### config.mk
export PLATFORM = sky130hd
export DESIGN_NAME = alu_shifter_control_zero_detect
export DESIGN_NICKNAME = d
export VERILOG_FILES = /design/src/verilog/alu_ctrl_pkg.sv /design/src/verilog/alu_shifter_control_zero_detect.sv
export SDC_FILE = /design/constraint.sdc
export NUM_CORES = 1
export LEC_CHECK = 0
export BUFFER_PORTS_ARGS = -buffer_cell sky130_fd_sc_hd__buf_2
export CAP_MARGIN = 20
export CORE_MARGIN = 4
export CORE_UTILIZATION = 39
export CTS_BUF_LIST = sky130_fd_sc_hd__clkbuf_8
export CTS_CLUSTER_DIAMETER = 40
export DETAILED_ROUTE_END_ITERATION = 6
export PLACE_DENSITY = 0.9
export SYNTH_ARGS = -nofsm -noshare
export SYNTH_HDL_FRONTEND = slang
export SYNTH_SLANG_ARGS = --single-unit
### constraint.sdc
create_clock -name clock -period 1.9 [get_ports clock]
set_clock_uncertainty 0.2 [all_clocks]
set_input_delay 0.285 -clock clock [delete_from_list [all_inputs] [get_ports clock]]
set_output_delay 0.285 -clock clock [all_outputs]
set_load 0.005 [all_outputs]
### src/verilog/alu_ctrl_pkg.sv
// Package for the ALU and shifter control block: field codes, control
// encodings, register offsets, field positions and reset values.
// Assumes a 32-bit classic Wishbone register port with byte addressing.
package alu_ctrl_pkg;

    // Microword ALU control field codes
    localparam logic [2:0] CODE_NOT_A = 3'h0;
    localparam logic [2:0] CODE_B = 3'h1;
    localparam logic [2:0] CODE_A = 3'h2;
    localparam logic [2:0] CODE_A_PLUS_B = 3'h3;
    localparam logic [2:0] CODE_UNUSED = 3'h4;
    localparam logic [2:0] CODE_A_PLUS_A = 3'h5;
    localparam logic [2:0] CODE_A_MINUS_B = 3'h6;
    localparam logic [2:0] CODE_INSTR_DEP = 3'h7;

    // Function selects S3..S0 at the ALU, high = H
    localparam logic [3:0] SEL_NOT_A = 4'h0;
    localparam logic [3:0] SEL_B = 4'ha;
    localparam logic [3:0] SEL_A = 4'h0;
    localparam logic [3:0] SEL_A_PLUS_B = 4'h9;
    localparam logic [3:0] SEL_A_PLUS_A = 4'hc;
    localparam logic [3:0] SEL_A_MINUS_B = 4'h6;

    // Mode: high selects logic functions, low selects arithmetic
    localparam logic MODE_LOGIC = 1'b1;
    localparam logic MODE_ARITH = 1'b0;

    // Shifter select level that picks the byte-swapped input
    localparam logic [1:0] SHIFT_SWAP = 2'h0;

    // Register offsets (byte addresses)
    localparam logic [3:0] REG_UNUSED_FILL = 4'h0;
    localparam logic [3:0] REG_STATUS = 4'h4;

    // Unused-code fill register fields
    localparam int FILL_SEL_LSB = 0;
    localparam int FILL_MODE_BIT = 4;
    localparam int FILL_CARRY_BIT = 5;
    localparam logic [5:0] FILL_RESET = 6'h10;

    // Status register fields
    localparam int STAT_ZERO_BIT = 0;
    localparam int STAT_LEFT_SAVE_BIT = 1;
    localparam int STAT_ODD_DEST_BIT = 2;
    localparam int STAT_INSTR_DEP_BIT = 3;
    localparam int STAT_SEL_LSB = 4;
    localparam int STAT_MODE_BIT = 8;
    localparam int STAT_CARRY_BIT = 9;
    localparam int STAT_SHIFT_LSB = 10;

    // Reset values of the held flags
    localparam logic ZERO_RESET = 1'b0;
    localparam logic LEFT_SAVE_RESET = 1'b0;
    localparam logic ODD_DEST_RESET = 1'b0;

endpackage

### src/verilog/alu_shifter_control_zero_detect.sv
// ALU function, mode and carry-in control, shifter select control,
// shifter zero detection, divide left-save and odd-byte destination flags.
// Assumes all decode, microword and timing inputs are synchronous to clock;
// the subsidiary control ROM outputs arrive already indexed by the opcode.
//
// The register addresses and register access over Wishbone were decided locally.
`timescale 1ns/100ps

// Overview of operation
// - Select high routes microword ALU and shifter fields through the two-way mux.
// - ALU field 7 asserts instruction-dependent select; all controls come from ROM.
// - Decode 3-bit ALU field with flags and decode into six ALU controls.
// - Codes 0 not A, 1 B, 2 A, 6 A minus B; code 4 unused.
// - Code 3 gives A plus B: selects H,L,L,H, arithmetic, carry low.
// - Code 5 gives A plus A: selects H,H,L,L, arithmetic, carry low.
// - Instruction-dependent: each control from its ROM bit; selects 0,1 pass unchanged.
// - Swap-bytes blocks function selects 2 and 3 of the shared shift-left word.
// - Mode from ROM, except sign-extend with sign set forces arithmetic (minus 1).
// - Rotate-left, add-carry, subtract-carry force arithmetic mode for A plus A.
// - ROM mode and ROM carry together request data-dependent carry-in.
// - Two-word left shift of divide/shift-combined takes carry from low word MSB.
// - Data carry: add-carry, rotate-left on carry set; subtract-carry on carry clear.
// - Assert byte-move sign-extend while a move-byte instruction executes.
// - Give high-byte-significant indication in both polarities.
// - Shifter selects from microword, or from ROM when instruction-dependent.
// - Swap-bytes or needed byte swap forces both shifter selects low.
// - Zero test needs whole word for words, low byte for normal bytes.
// - Odd-byte operations and swap-bytes test only the shifter high byte.
// - Two-word check clears zero if second word nonzero, else keeps it.
// - During divide, left-save captures ALU carry-out after each subtract cycle.
// - Odd-byte destination loads with destination register, same input bit.
// - Left shifts use the A plus A function to double the operand.
module alu_shifter_control_zero_detect
    import alu_ctrl_pkg::*;
(
    input wire logic clock,
    input wire logic rst_n,
    // Classic Wishbone slave
    input wire logic cyc_i,
    input wire logic stb_i,
    input wire logic we_i,
    input wire logic [3:0] adr_i,
    input wire logic [3:0] sel_i,
    input wire logic [31:0] dat_i,
    output logic [31:0] dat_o,
    output logic ack_o,
    // Microword fields
    input wire logic [2:0] ucodeAluField,
    input wire logic [1:0] ucodeShiftField,
    // Subsidiary control ROM outputs
    input wire logic [3:0] subromSelectOut,
    input wire logic subromModeOut,
    input wire logic subromCarryOut,
    input wire logic [1:0] subromShiftOut,
    // Instruction decode and condition codes
    input wire logic swapBytesInstr,
    input wire logic signExtendInstr,
    input wire logic rotateLeftInstr,
    input wire logic addCarryInstr,
    input wire logic subtractCarryInstr,
    input wire logic divideInstr,
    input wire logic arithShiftCombinedInstr,
    input wire logic moveByteInstr,
    input wire logic byteSwapNeeded,
    input wire logic byteOperation,
    input wire logic oddByteOperation,
    input wire logic twoWordShiftState,
    input wire logic carryFlag,
    input wire logic signBit,
    input wire logic lowWordMsb,
    // Datapath feedback
    input wire logic [15:0] resultShifter,
    input wire logic aluCarryOut,
    input wire logic subtractCycle,
    input wire logic zeroUpdate,
    input wire logic secondWordZeroCheck,
    input wire logic destRegClock,
    input wire logic destRegLoad,
    input wire logic destLoadBit,
    // Controls to the datapath
    output logic instrDependentSelectN,
    output logic [3:0] aluFunctionSelectN,
    output logic aluLogicModeN,
    output logic aluCarryIn,
    output logic [1:0] shifterSelectN,
    output logic byteMoveSignExtend,
    output logic highByteSignificant,
    output logic highByteSignificantN,
    output logic resultZeroN,
    output logic zeroFlag,
    output logic divideLeftSave,
    output logic oddByteDestination
);

    // Fixed levels for the unused field code, held in a software register
    logic [5:0] unusedFill_q;
    logic [5:0] unusedFill_d;
    logic zero_q;
    logic zero_d;
    logic leftSave_q;
    logic leftSave_d;
    logic oddDest_q;
    logic oddDest_d;
    logic ack_q;
    logic [31:0] rdata_q;
    logic [31:0] rdata_d;
    logic instrDep_q;
    logic [3:0] sel_q;
    logic mode_q;
    logic carry_q;
    logic [1:0] shift_q;
    logic signExt_q;
    logic highSig_q;
    logic zeroDet_q;

    // ---------------- Microword decode ----------------
    logic [3:0] uSel;
    logic uMode;
    logic uCarry;

    always_comb begin
        uSel = SEL_A;
        uMode = MODE_ARITH;
        uCarry = 1'b0;
        case (ucodeAluField)
            CODE_NOT_A: begin
                uSel = SEL_NOT_A;
                uMode = MODE_LOGIC;
            end
            CODE_B: begin
                uSel = SEL_B;
                uMode = MODE_LOGIC;
            end
            CODE_A: begin
                uSel = SEL_A;
                uMode = MODE_ARITH;
            end
            CODE_A_PLUS_B: begin
                uSel = SEL_A_PLUS_B;
                uMode = MODE_ARITH;
            end
            CODE_A_PLUS_A: begin
                // Doubling the operand is the one-bit left shift
                uSel = SEL_A_PLUS_A;
                uMode = MODE_ARITH;
            end
            CODE_A_MINUS_B: begin
                uSel = SEL_A_MINUS_B;
                uMode = MODE_ARITH;
                uCarry = 1'b1;
            end
            CODE_UNUSED: begin
                uSel = unusedFill_q[FILL_SEL_LSB +: 4];
                uMode = unusedFill_q[FILL_MODE_BIT];
                uCarry = unusedFill_q[FILL_CARRY_BIT];
            end
            default: begin
                uSel = SEL_A;
                uMode = MODE_ARITH;
                uCarry = 1'b0;
            end
        endcase
    end

    // ---------------- Instruction-dependent path ----------------
    wire instrDep = (ucodeAluField == CODE_INSTR_DEP);
    // Swap reuses the shift-left word with the upper selects blocked
    wire [3:0] romSel = {subromSelectOut[3:2] & {2{~swapBytesInstr}},
                         subromSelectOut[1:0]};
    wire forceArith = (signExtendInstr & signBit) | rotateLeftInstr
                      | addCarryInstr | subtractCarryInstr;
    wire romMode = forceArith ? MODE_ARITH : subromModeOut;
    wire dataCarryReq = subromModeOut & subromCarryOut;
    wire dataCarry = ((addCarryInstr | rotateLeftInstr) & carryFlag)
                     | (subtractCarryInstr & ~carryFlag);
    wire twoWordShift = twoWordShiftState & (divideInstr | arithShiftCombinedInstr);
    wire romCarry = twoWordShift ? lowWordMsb
                  : dataCarryReq ? dataCarry
                  : subromCarryOut;

    // Two-way selection, microword when select line is high
    wire [3:0] selNext = instrDep ? romSel : uSel;
    wire modeNext = instrDep ? romMode : uMode;
    wire carryNext = instrDep ? romCarry : uCarry;
    wire [1:0] shiftRaw = instrDep ? subromShiftOut : ucodeShiftField;
    wire [1:0] shiftNext = (swapBytesInstr | byteSwapNeeded) ? SHIFT_SWAP
                           : shiftRaw;

    // ---------------- Byte significance and zero detection ----------------
    wire highOnly = oddByteOperation | swapBytesInstr;
    wire highSigNext = ~byteOperation | highOnly;
    wire lowZero = (resultShifter[7:0] == 8'h00);
    wire highZero = (resultShifter[15:8] == 8'h00);
    wire dataZero = highOnly ? highZero
                  : byteOperation ? lowZero
                  : (lowZero & highZero);

    // Second word may only clear the flag, never set it
    assign zero_d = ~zeroUpdate ? zero_q
                  : secondWordZeroCheck ? (zero_q & dataZero)
                  : dataZero;
    assign leftSave_d = (divideInstr & subtractCycle) ? aluCarryOut : leftSave_q;
    assign oddDest_d = (destRegClock & destRegLoad) ? destLoadBit : oddDest_q;

    // Controls are registered once per machine cycle
    always_ff @(posedge clock or negedge rst_n) begin
        if (!rst_n) begin
            instrDep_q <= 1'b0;
            sel_q <= SEL_A;
            mode_q <= MODE_ARITH;
            carry_q <= 1'b0;
            shift_q <= SHIFT_SWAP;
            signExt_q <= 1'b0;
            highSig_q <= 1'b0;
            zeroDet_q <= 1'b0;
        end else begin
            instrDep_q <= instrDep;
            sel_q <= selNext;
            mode_q <= modeNext;
            carry_q <= carryNext;
            shift_q <= shiftNext;
            signExt_q <= moveByteInstr;
            highSig_q <= highSigNext;
            zeroDet_q <= dataZero;
        end
    end

    always_ff @(posedge clock or negedge rst_n) begin
        if (!rst_n) begin
            zero_q <= ZERO_RESET;
            leftSave_q <= LEFT_SAVE_RESET;
            oddDest_q <= ODD_DEST_RESET;
        end else begin
            zero_q <= zero_d;
            leftSave_q <= leftSave_d;
            oddDest_q <= oddDest_d;
        end
    end

    assign instrDependentSelectN = ~instrDep_q;
    assign aluFunctionSelectN = ~sel_q;
    assign aluLogicModeN = ~mode_q;
    assign aluCarryIn = carry_q;
    assign shifterSelectN = shift_q;
    assign byteMoveSignExtend = signExt_q;
    assign highByteSignificant = highSig_q;
    assign highByteSignificantN = ~highSig_q;
    assign resultZeroN = ~zeroDet_q;
    assign zeroFlag = zero_q;
    assign divideLeftSave = leftSave_q;
    assign oddByteDestination = oddDest_q;

    // ---------------- Wishbone slave ----------------
    wire access = cyc_i & stb_i & ~ack_q;
    wire hitFill = (adr_i == REG_UNUSED_FILL);
    wire hitStatus = (adr_i == REG_STATUS);
    wire fillWrite = access & we_i & hitFill & sel_i[0];

    wire [31:0] statusWord = {20'h00000,
                              shift_q,
                              carry_q,
                              mode_q,
                              sel_q,
                              instrDep_q,
                              oddDest_q,
                              leftSave_q,
                              zero_q};
    wire [31:0] fillWord = {26'h0000000, unusedFill_q};

    assign unusedFill_d = fillWrite ? dat_i[5:0] : unusedFill_q;
    // Unmapped addresses read zero and ignore writes, but still acknowledge
    assign rdata_d = ~access ? rdata_q
                   : hitFill ? fillWord
                   : hitStatus ? statusWord
                   : 32'h00000000;

    always_ff @(posedge clock or negedge rst_n) begin
        if (!rst_n) begin
            ack_q <= 1'b0;
            rdata_q <= 32'h00000000;
            unusedFill_q <= FILL_RESET;
        end else begin
            ack_q <= access;
            rdata_q <= rdata_d;
            unusedFill_q <= unusedFill_d;
        end
    end

    assign ack_o = ack_q;
    assign dat_o = rdata_q;

endmodule

# After elaboration in Yosys (flattened, before gate mapping)

Index checks and enable logic that the tools add are counted.

Flip-flop bits (word level): 54
Input port bits: 96
Output and inout bits: 49

Eq/ne operators: 7
Muxes and demuxes: 16
Bitwise operators: 33
Reductions and logical operators: 5

Operator list:

| cell                                                | number |
|---|---|
| 2-to-1 mux 12 bit                                   | 2 |
| case mux 4 bit (5 select lines)                     | 1 |
| logical NOT 8 bit                                   | 2 |
| AND 1 bit                                           | 14 |
| equality test 3 bit, second input constant          | 4 |
| bitwise OR 1 bit                                    | 9 |
| 2-to-1 mux 1 bit                                    | 8 |
| NOT 1 bit                                           | 8 |
| equality test 4 x 3 -> 1 bit, second input constant | 1 |
| logical NOT 4 bit                                   | 1 |
| 2-to-1 mux 2 bit                                    | 2 |
| 2-to-1 mux 4 bit                                    | 1 |
| NOT 4 bit                                           | 1 |
| case mux 1 bit (2 select lines)                     | 2 |
| equality test 3 x 1 -> 1 bit, second input constant | 1 |
| equality test 3 x 2 -> 1 bit, second input constant | 1 |
| logical NOT 3 bit                                   | 1 |
| AND 2 bit                                           | 1 |
| OR reduction 2 bit                                  | 1 |

# Depth between registers and ports, before layout

Depth after elaboration: 6
Gate-level depth with buffers: 5
Depth with buffers taken out: 4

# Worst setup path after synthesis

OpenSTA, ideal clock, no wires.

Path type: register -> register
Start: register ack_q (netlist: ack_o)
End: register unusedFill_q[0]
Setup time: 0.125 ns
Data arrival time: 1.328 ns
Data required time: 1.575 ns
Path slack: 0.247 ns
Cell stages (with the launch flop): 6
Period minus slack after synthesis: 1.653 ns
Cells stage by stage: dfrtp_1 nand3b_1 inv_2 and4_1 buf_6 mux2_4

Cells in the longest elaborated chain, start to end: 5

Ends and longest elaborated chain:

| element                | RTL line                               | source |
|---|---|---|
| from (decl)            | alu_shifter_control_zero_detect.sv:104 | `logic ack_q;` |
| from (signal assigned) | alu_shifter_control_zero_detect.sv:283 | `ack_q <= access;` |
| NOT 1 bit              | alu_shifter_control_zero_detect.sv:254 | `wire access = cyc_i & stb_i & ~ack_q;` |
| AND 1 bit              | alu_shifter_control_zero_detect.sv:254 |  |
| via access             | alu_shifter_control_zero_detect.sv:254 |  |
| AND 1 bit (3 in a row) | alu_shifter_control_zero_detect.sv:257 | `wire fillWrite = access & we_i & hitFill & sel_i[0];` |
| to (signal assigned)   | alu_shifter_control_zero_detect.sv:285 | `unusedFill_q <= unusedFill_d;` |
| to (decl)              | alu_shifter_control_zero_detect.sv:96  | `logic [5:0] unusedFill_q;` |

The timed path passes the listed nets, and every way through them passes these cells.
A chain may end at the register's enable or synchronous reset.

# Final worst setup path

Start: register ack_q (netlist: ack_o)
End: register unusedFill_q[5]

Same word-level chain as after synthesis.

==> summary.md <==
| Metric | Value |
|---|---|
| Fin Hold WS | 0.0199 ns |
| Fin area | between 2000 and 2500 sq um |
| Antenna-violating nets left | 0 |
| Cells after Synth | 155 |
| CTS tree | yes |
| Ratio of cells with drive above 1 in the final layout | 46.0% |
| Detailed-route via count | 1,451 |
| Insertion delay to the later sink of the worst-skew pair | 0.29 ns |
| Initial Utilization | roughly two fifths |
| Total grt overflow | 0 |
| Largest net degree at the start of global routing | 35 |
| Status | finished clean |
| Synthesis-stage register bit count | 34 |
| Total GRT Usage | 16.7% |
| CTS Hold Bufs | 5 |
| Min-Delay Path Depth | 2 |
| Worst flop-to-flop path endpoint | unusedFill_q[5] |
| Die height | 73.6 um |
| Vias in the first global route | 1,429 |
| Final Critical Period | 1.62 ns |
| Startpoint Class | register |
| CTS Buf Count | 5 |
| Core area | 4090 sq um |
| CP endpoint kind | register |
| Class of the worst hold path | in2reg |
| Ys Warns | 0 |
| Die width | roughly 74 um |
| Sum Neg Setup Slack | 0 ns |
| Largest family of logic cells by synthesized area | simple AND/OR/NAND/NOR gates |
| Arrival time worst endpoint | 1.60 ns |
| Pre-CTS WS | 0.101 ns |
| Drt via density | between 4 and 5 |
| Post-synthesis adder-cell area fraction | 0% |
| Asr flop ratio synth | 100% |
| CP bufs+invs | 2 |
| Post-Synth XOR/XNOR Area | 0% |
| Critical path cell sequence | nand3b_1, inv_2, and4_1, buf_4, mux2_4 |
| Commonest non-fill, non-tap cells in the layout | buf_2 (95), dfrtp_1 (33), conb_1 (20) |
| EDFF count, synth | 0 |
| RSZ-0062 raised after global routing | false |
| Initial DRC Count | 77 |
| Post-cts sizing count | 0 |
| Longest Clk Path Bufs | 2 |
| Nets | 356 |
| Hold Crit Start | dat_i[2] |
| WL/cell | 14.0 um |
| Max Cap Viol | 0 |
| Final Slew Violations | 0 |
| Peak supply drop | 0.323 mV |
| Crit Path Class | reg2reg |
| First-pass GRT wire length | 6.67 mm |
| H-tree depth | 2 |
| Final Hold Fails | 0 |
| CTS Root Cell | clkbuf_8 |
| Ant. Diodes | 0 |
| Area Growth Syn to Fin | 36.0% |
| Worst Hold Path EP | unusedFill_q[2] |
| CP max FO | 6 |
| F_max | 616 MHz |
| Placed inst area | about 2100 sq um |
| Row cnt | 23 |
| Final setup viols | 0 |
| Worst-margin pin slew | 0.744 ns |
| Required @ worst endpoint | about 1.9 ns |
| Synth unique cells | 37 |
| Yosys top cell area share | between 40% and 50% |
| Synth Flop Type | dfrtp_1 |
| DRC | 0 |
| IO Port Bufs | 95 |
| Post-Syn Area | between 1500 and 2000 sq um |
| Final period utilization | a little under nine tenths |
| Setup WS post-layout | 0.278 ns |
| Slew headroom | between 50% and 60% |
| Synth top area cells | dfrtp_1 (49%), buf_4 (8.9%), mux2_4 (5.4%) |
| Detail Placement HPWL | 3.61 mm |
| Reg2reg start | ack_o |
| Post-synthesis simple-gate area fraction | about 14% |
| Synth Area in Compound Gates | between 10% and 20% |
| Post-Route WL | 4.36 mm |
| Initial antenna violation count | 0 |
| # IOs | 145 |
| Syn avg cell area | 10.8 sq um |
| Slowest cell on crit path | dfrtp_1 |
| Die area | 5420 sq um |
| Clk sinks | 34 |
| Worst-path clk slew | 0.07 ns |
| Placer congestion estimate | ~0.80 |
| TritonRoute pass-1 iters | 3 |
| CP peak stage delay | 0.37 ns |
| Postcts setup bufs | 0 |
| Post-synthesis mux area share | 7.90% |
| Area leader, netlist | dfrtp_1 |
| P per Cell Area | 711 nW/um^2 |
| Sequential area share after synthesis | 50.7% |
| R2R Setup Slk | 0.28 ns |
| Static leakage | 1.22 nW |
| Most common cell after layout, fill and taps aside | buf_2 |
| CP top delay family | simple AND/OR/NAND/NOR gates |
| R2r worst-path depth | 5 |
| FILL cells | 366 |
## cell type report
cell class                      instances  area (sq um)  share of cell area (%)
Clock buffer                            6          82.6                    3.62
Clock inverter                          2          8.76                   0.384
Inverter                               13          48.8                    2.14
Multi-Input combinational cell        101           666                    29.2
Sequential cell                        34           852                    37.3
Tap cell                               50          62.6                    2.74
Timing Repair Buffer                  105           563                    24.7
## metal layers
layer	GRT usage (%)	routed length, um	part of all wire [%]	vias to the layer above
li1	-	-	-	714
met1	19.6	1650	38	656
met2	27.2	2180	50	74
met3	5.34	411	9.4	7
met4	9.05	121	2.8	0
met5	0	0	0	-
## cell usage after synthesis, drive strengths merged, types with 2 or more instances
cell type,number
dfrtp,33
buf,24
inv,13
nor2,13
mux2,8
nand2,8
a221oi,7
a21oi,6
a22o,6
nor4,5
nor3,3
a22oi,2
a311oi,2
and2,2
clkbuf,2
mux2i,2
nor4b,2
o211ai,2
o21ai,2
o22ai,2
## worst max-delay path by stage
stage | end | slack [ns] | cells past startpoint | startpoint
final | unusedFill_q[5] | 0.28 | 5 | ack_o
after global routing | unusedFill_q[3] | 0.23 | 5 | ack_o
after CTS | unusedFill_q[3] | 0.25 | 5 | ack_o
after detailed placement | unusedFill_q[3] | 0.10 | 5 | adr_i[2]
after global placement | unusedFill_q[3] | 0.13 | 5 | adr_i[2]
after floorplan | unusedFill_q[0] | 0.25 | 5 | ack_o
## power by group
part | switching (mW) | internal, mW
registers | 0.0333 | 0.778
logic | 0.128 | 0.142
clock network | 0.256 | 0.287
## logic make-up (layout without fill, tap and decap cells)
group | Yosys count | after routing
other cells | 1 | 20
buf+inv | 39 | 126
compound gates | 30 | 30
mux | 10 | 10
flops | 34 | 34
simple gates | 41 | 41
## metrics by stage
stage / std cells / utilization, % / total power, mW
finish: 311 / 55.9 / 1.62
detailed placement: 298 / 52.4 / 1.09
CTS: 311 / 55.9 / 1.64
global route: 311 / 55.9 / 1.71
global placement: 298 / 52.4 / 1.08
floorplan: 174 / - / 0.957
## registers in the layout (all words and copies together) (netlist names)
register,count
shifterSelectN,2
instrDep_q,1
zeroFlag,1
zeroDet_q,1
ack_o,1
highByteSignificant,1
dat_o,12
aluCarryIn,1
sel_q,4
byteMoveSignExtend,1
oddByteDestination,1
unusedFill_q,6
mode_q,1
divideLeftSave,1
## worst register-to-register path, delay by kind of cell, from the launching register on
family | cells | cell delay [ns]
buffers and inverters | 2 | 0.25
flip-flops | 1 | 0.37
multiplexers | 1 | 0.31
AND/OR/NAND/NOR | 2 | 0.38
No activity file was read; power rests on OpenSTA's default activity.
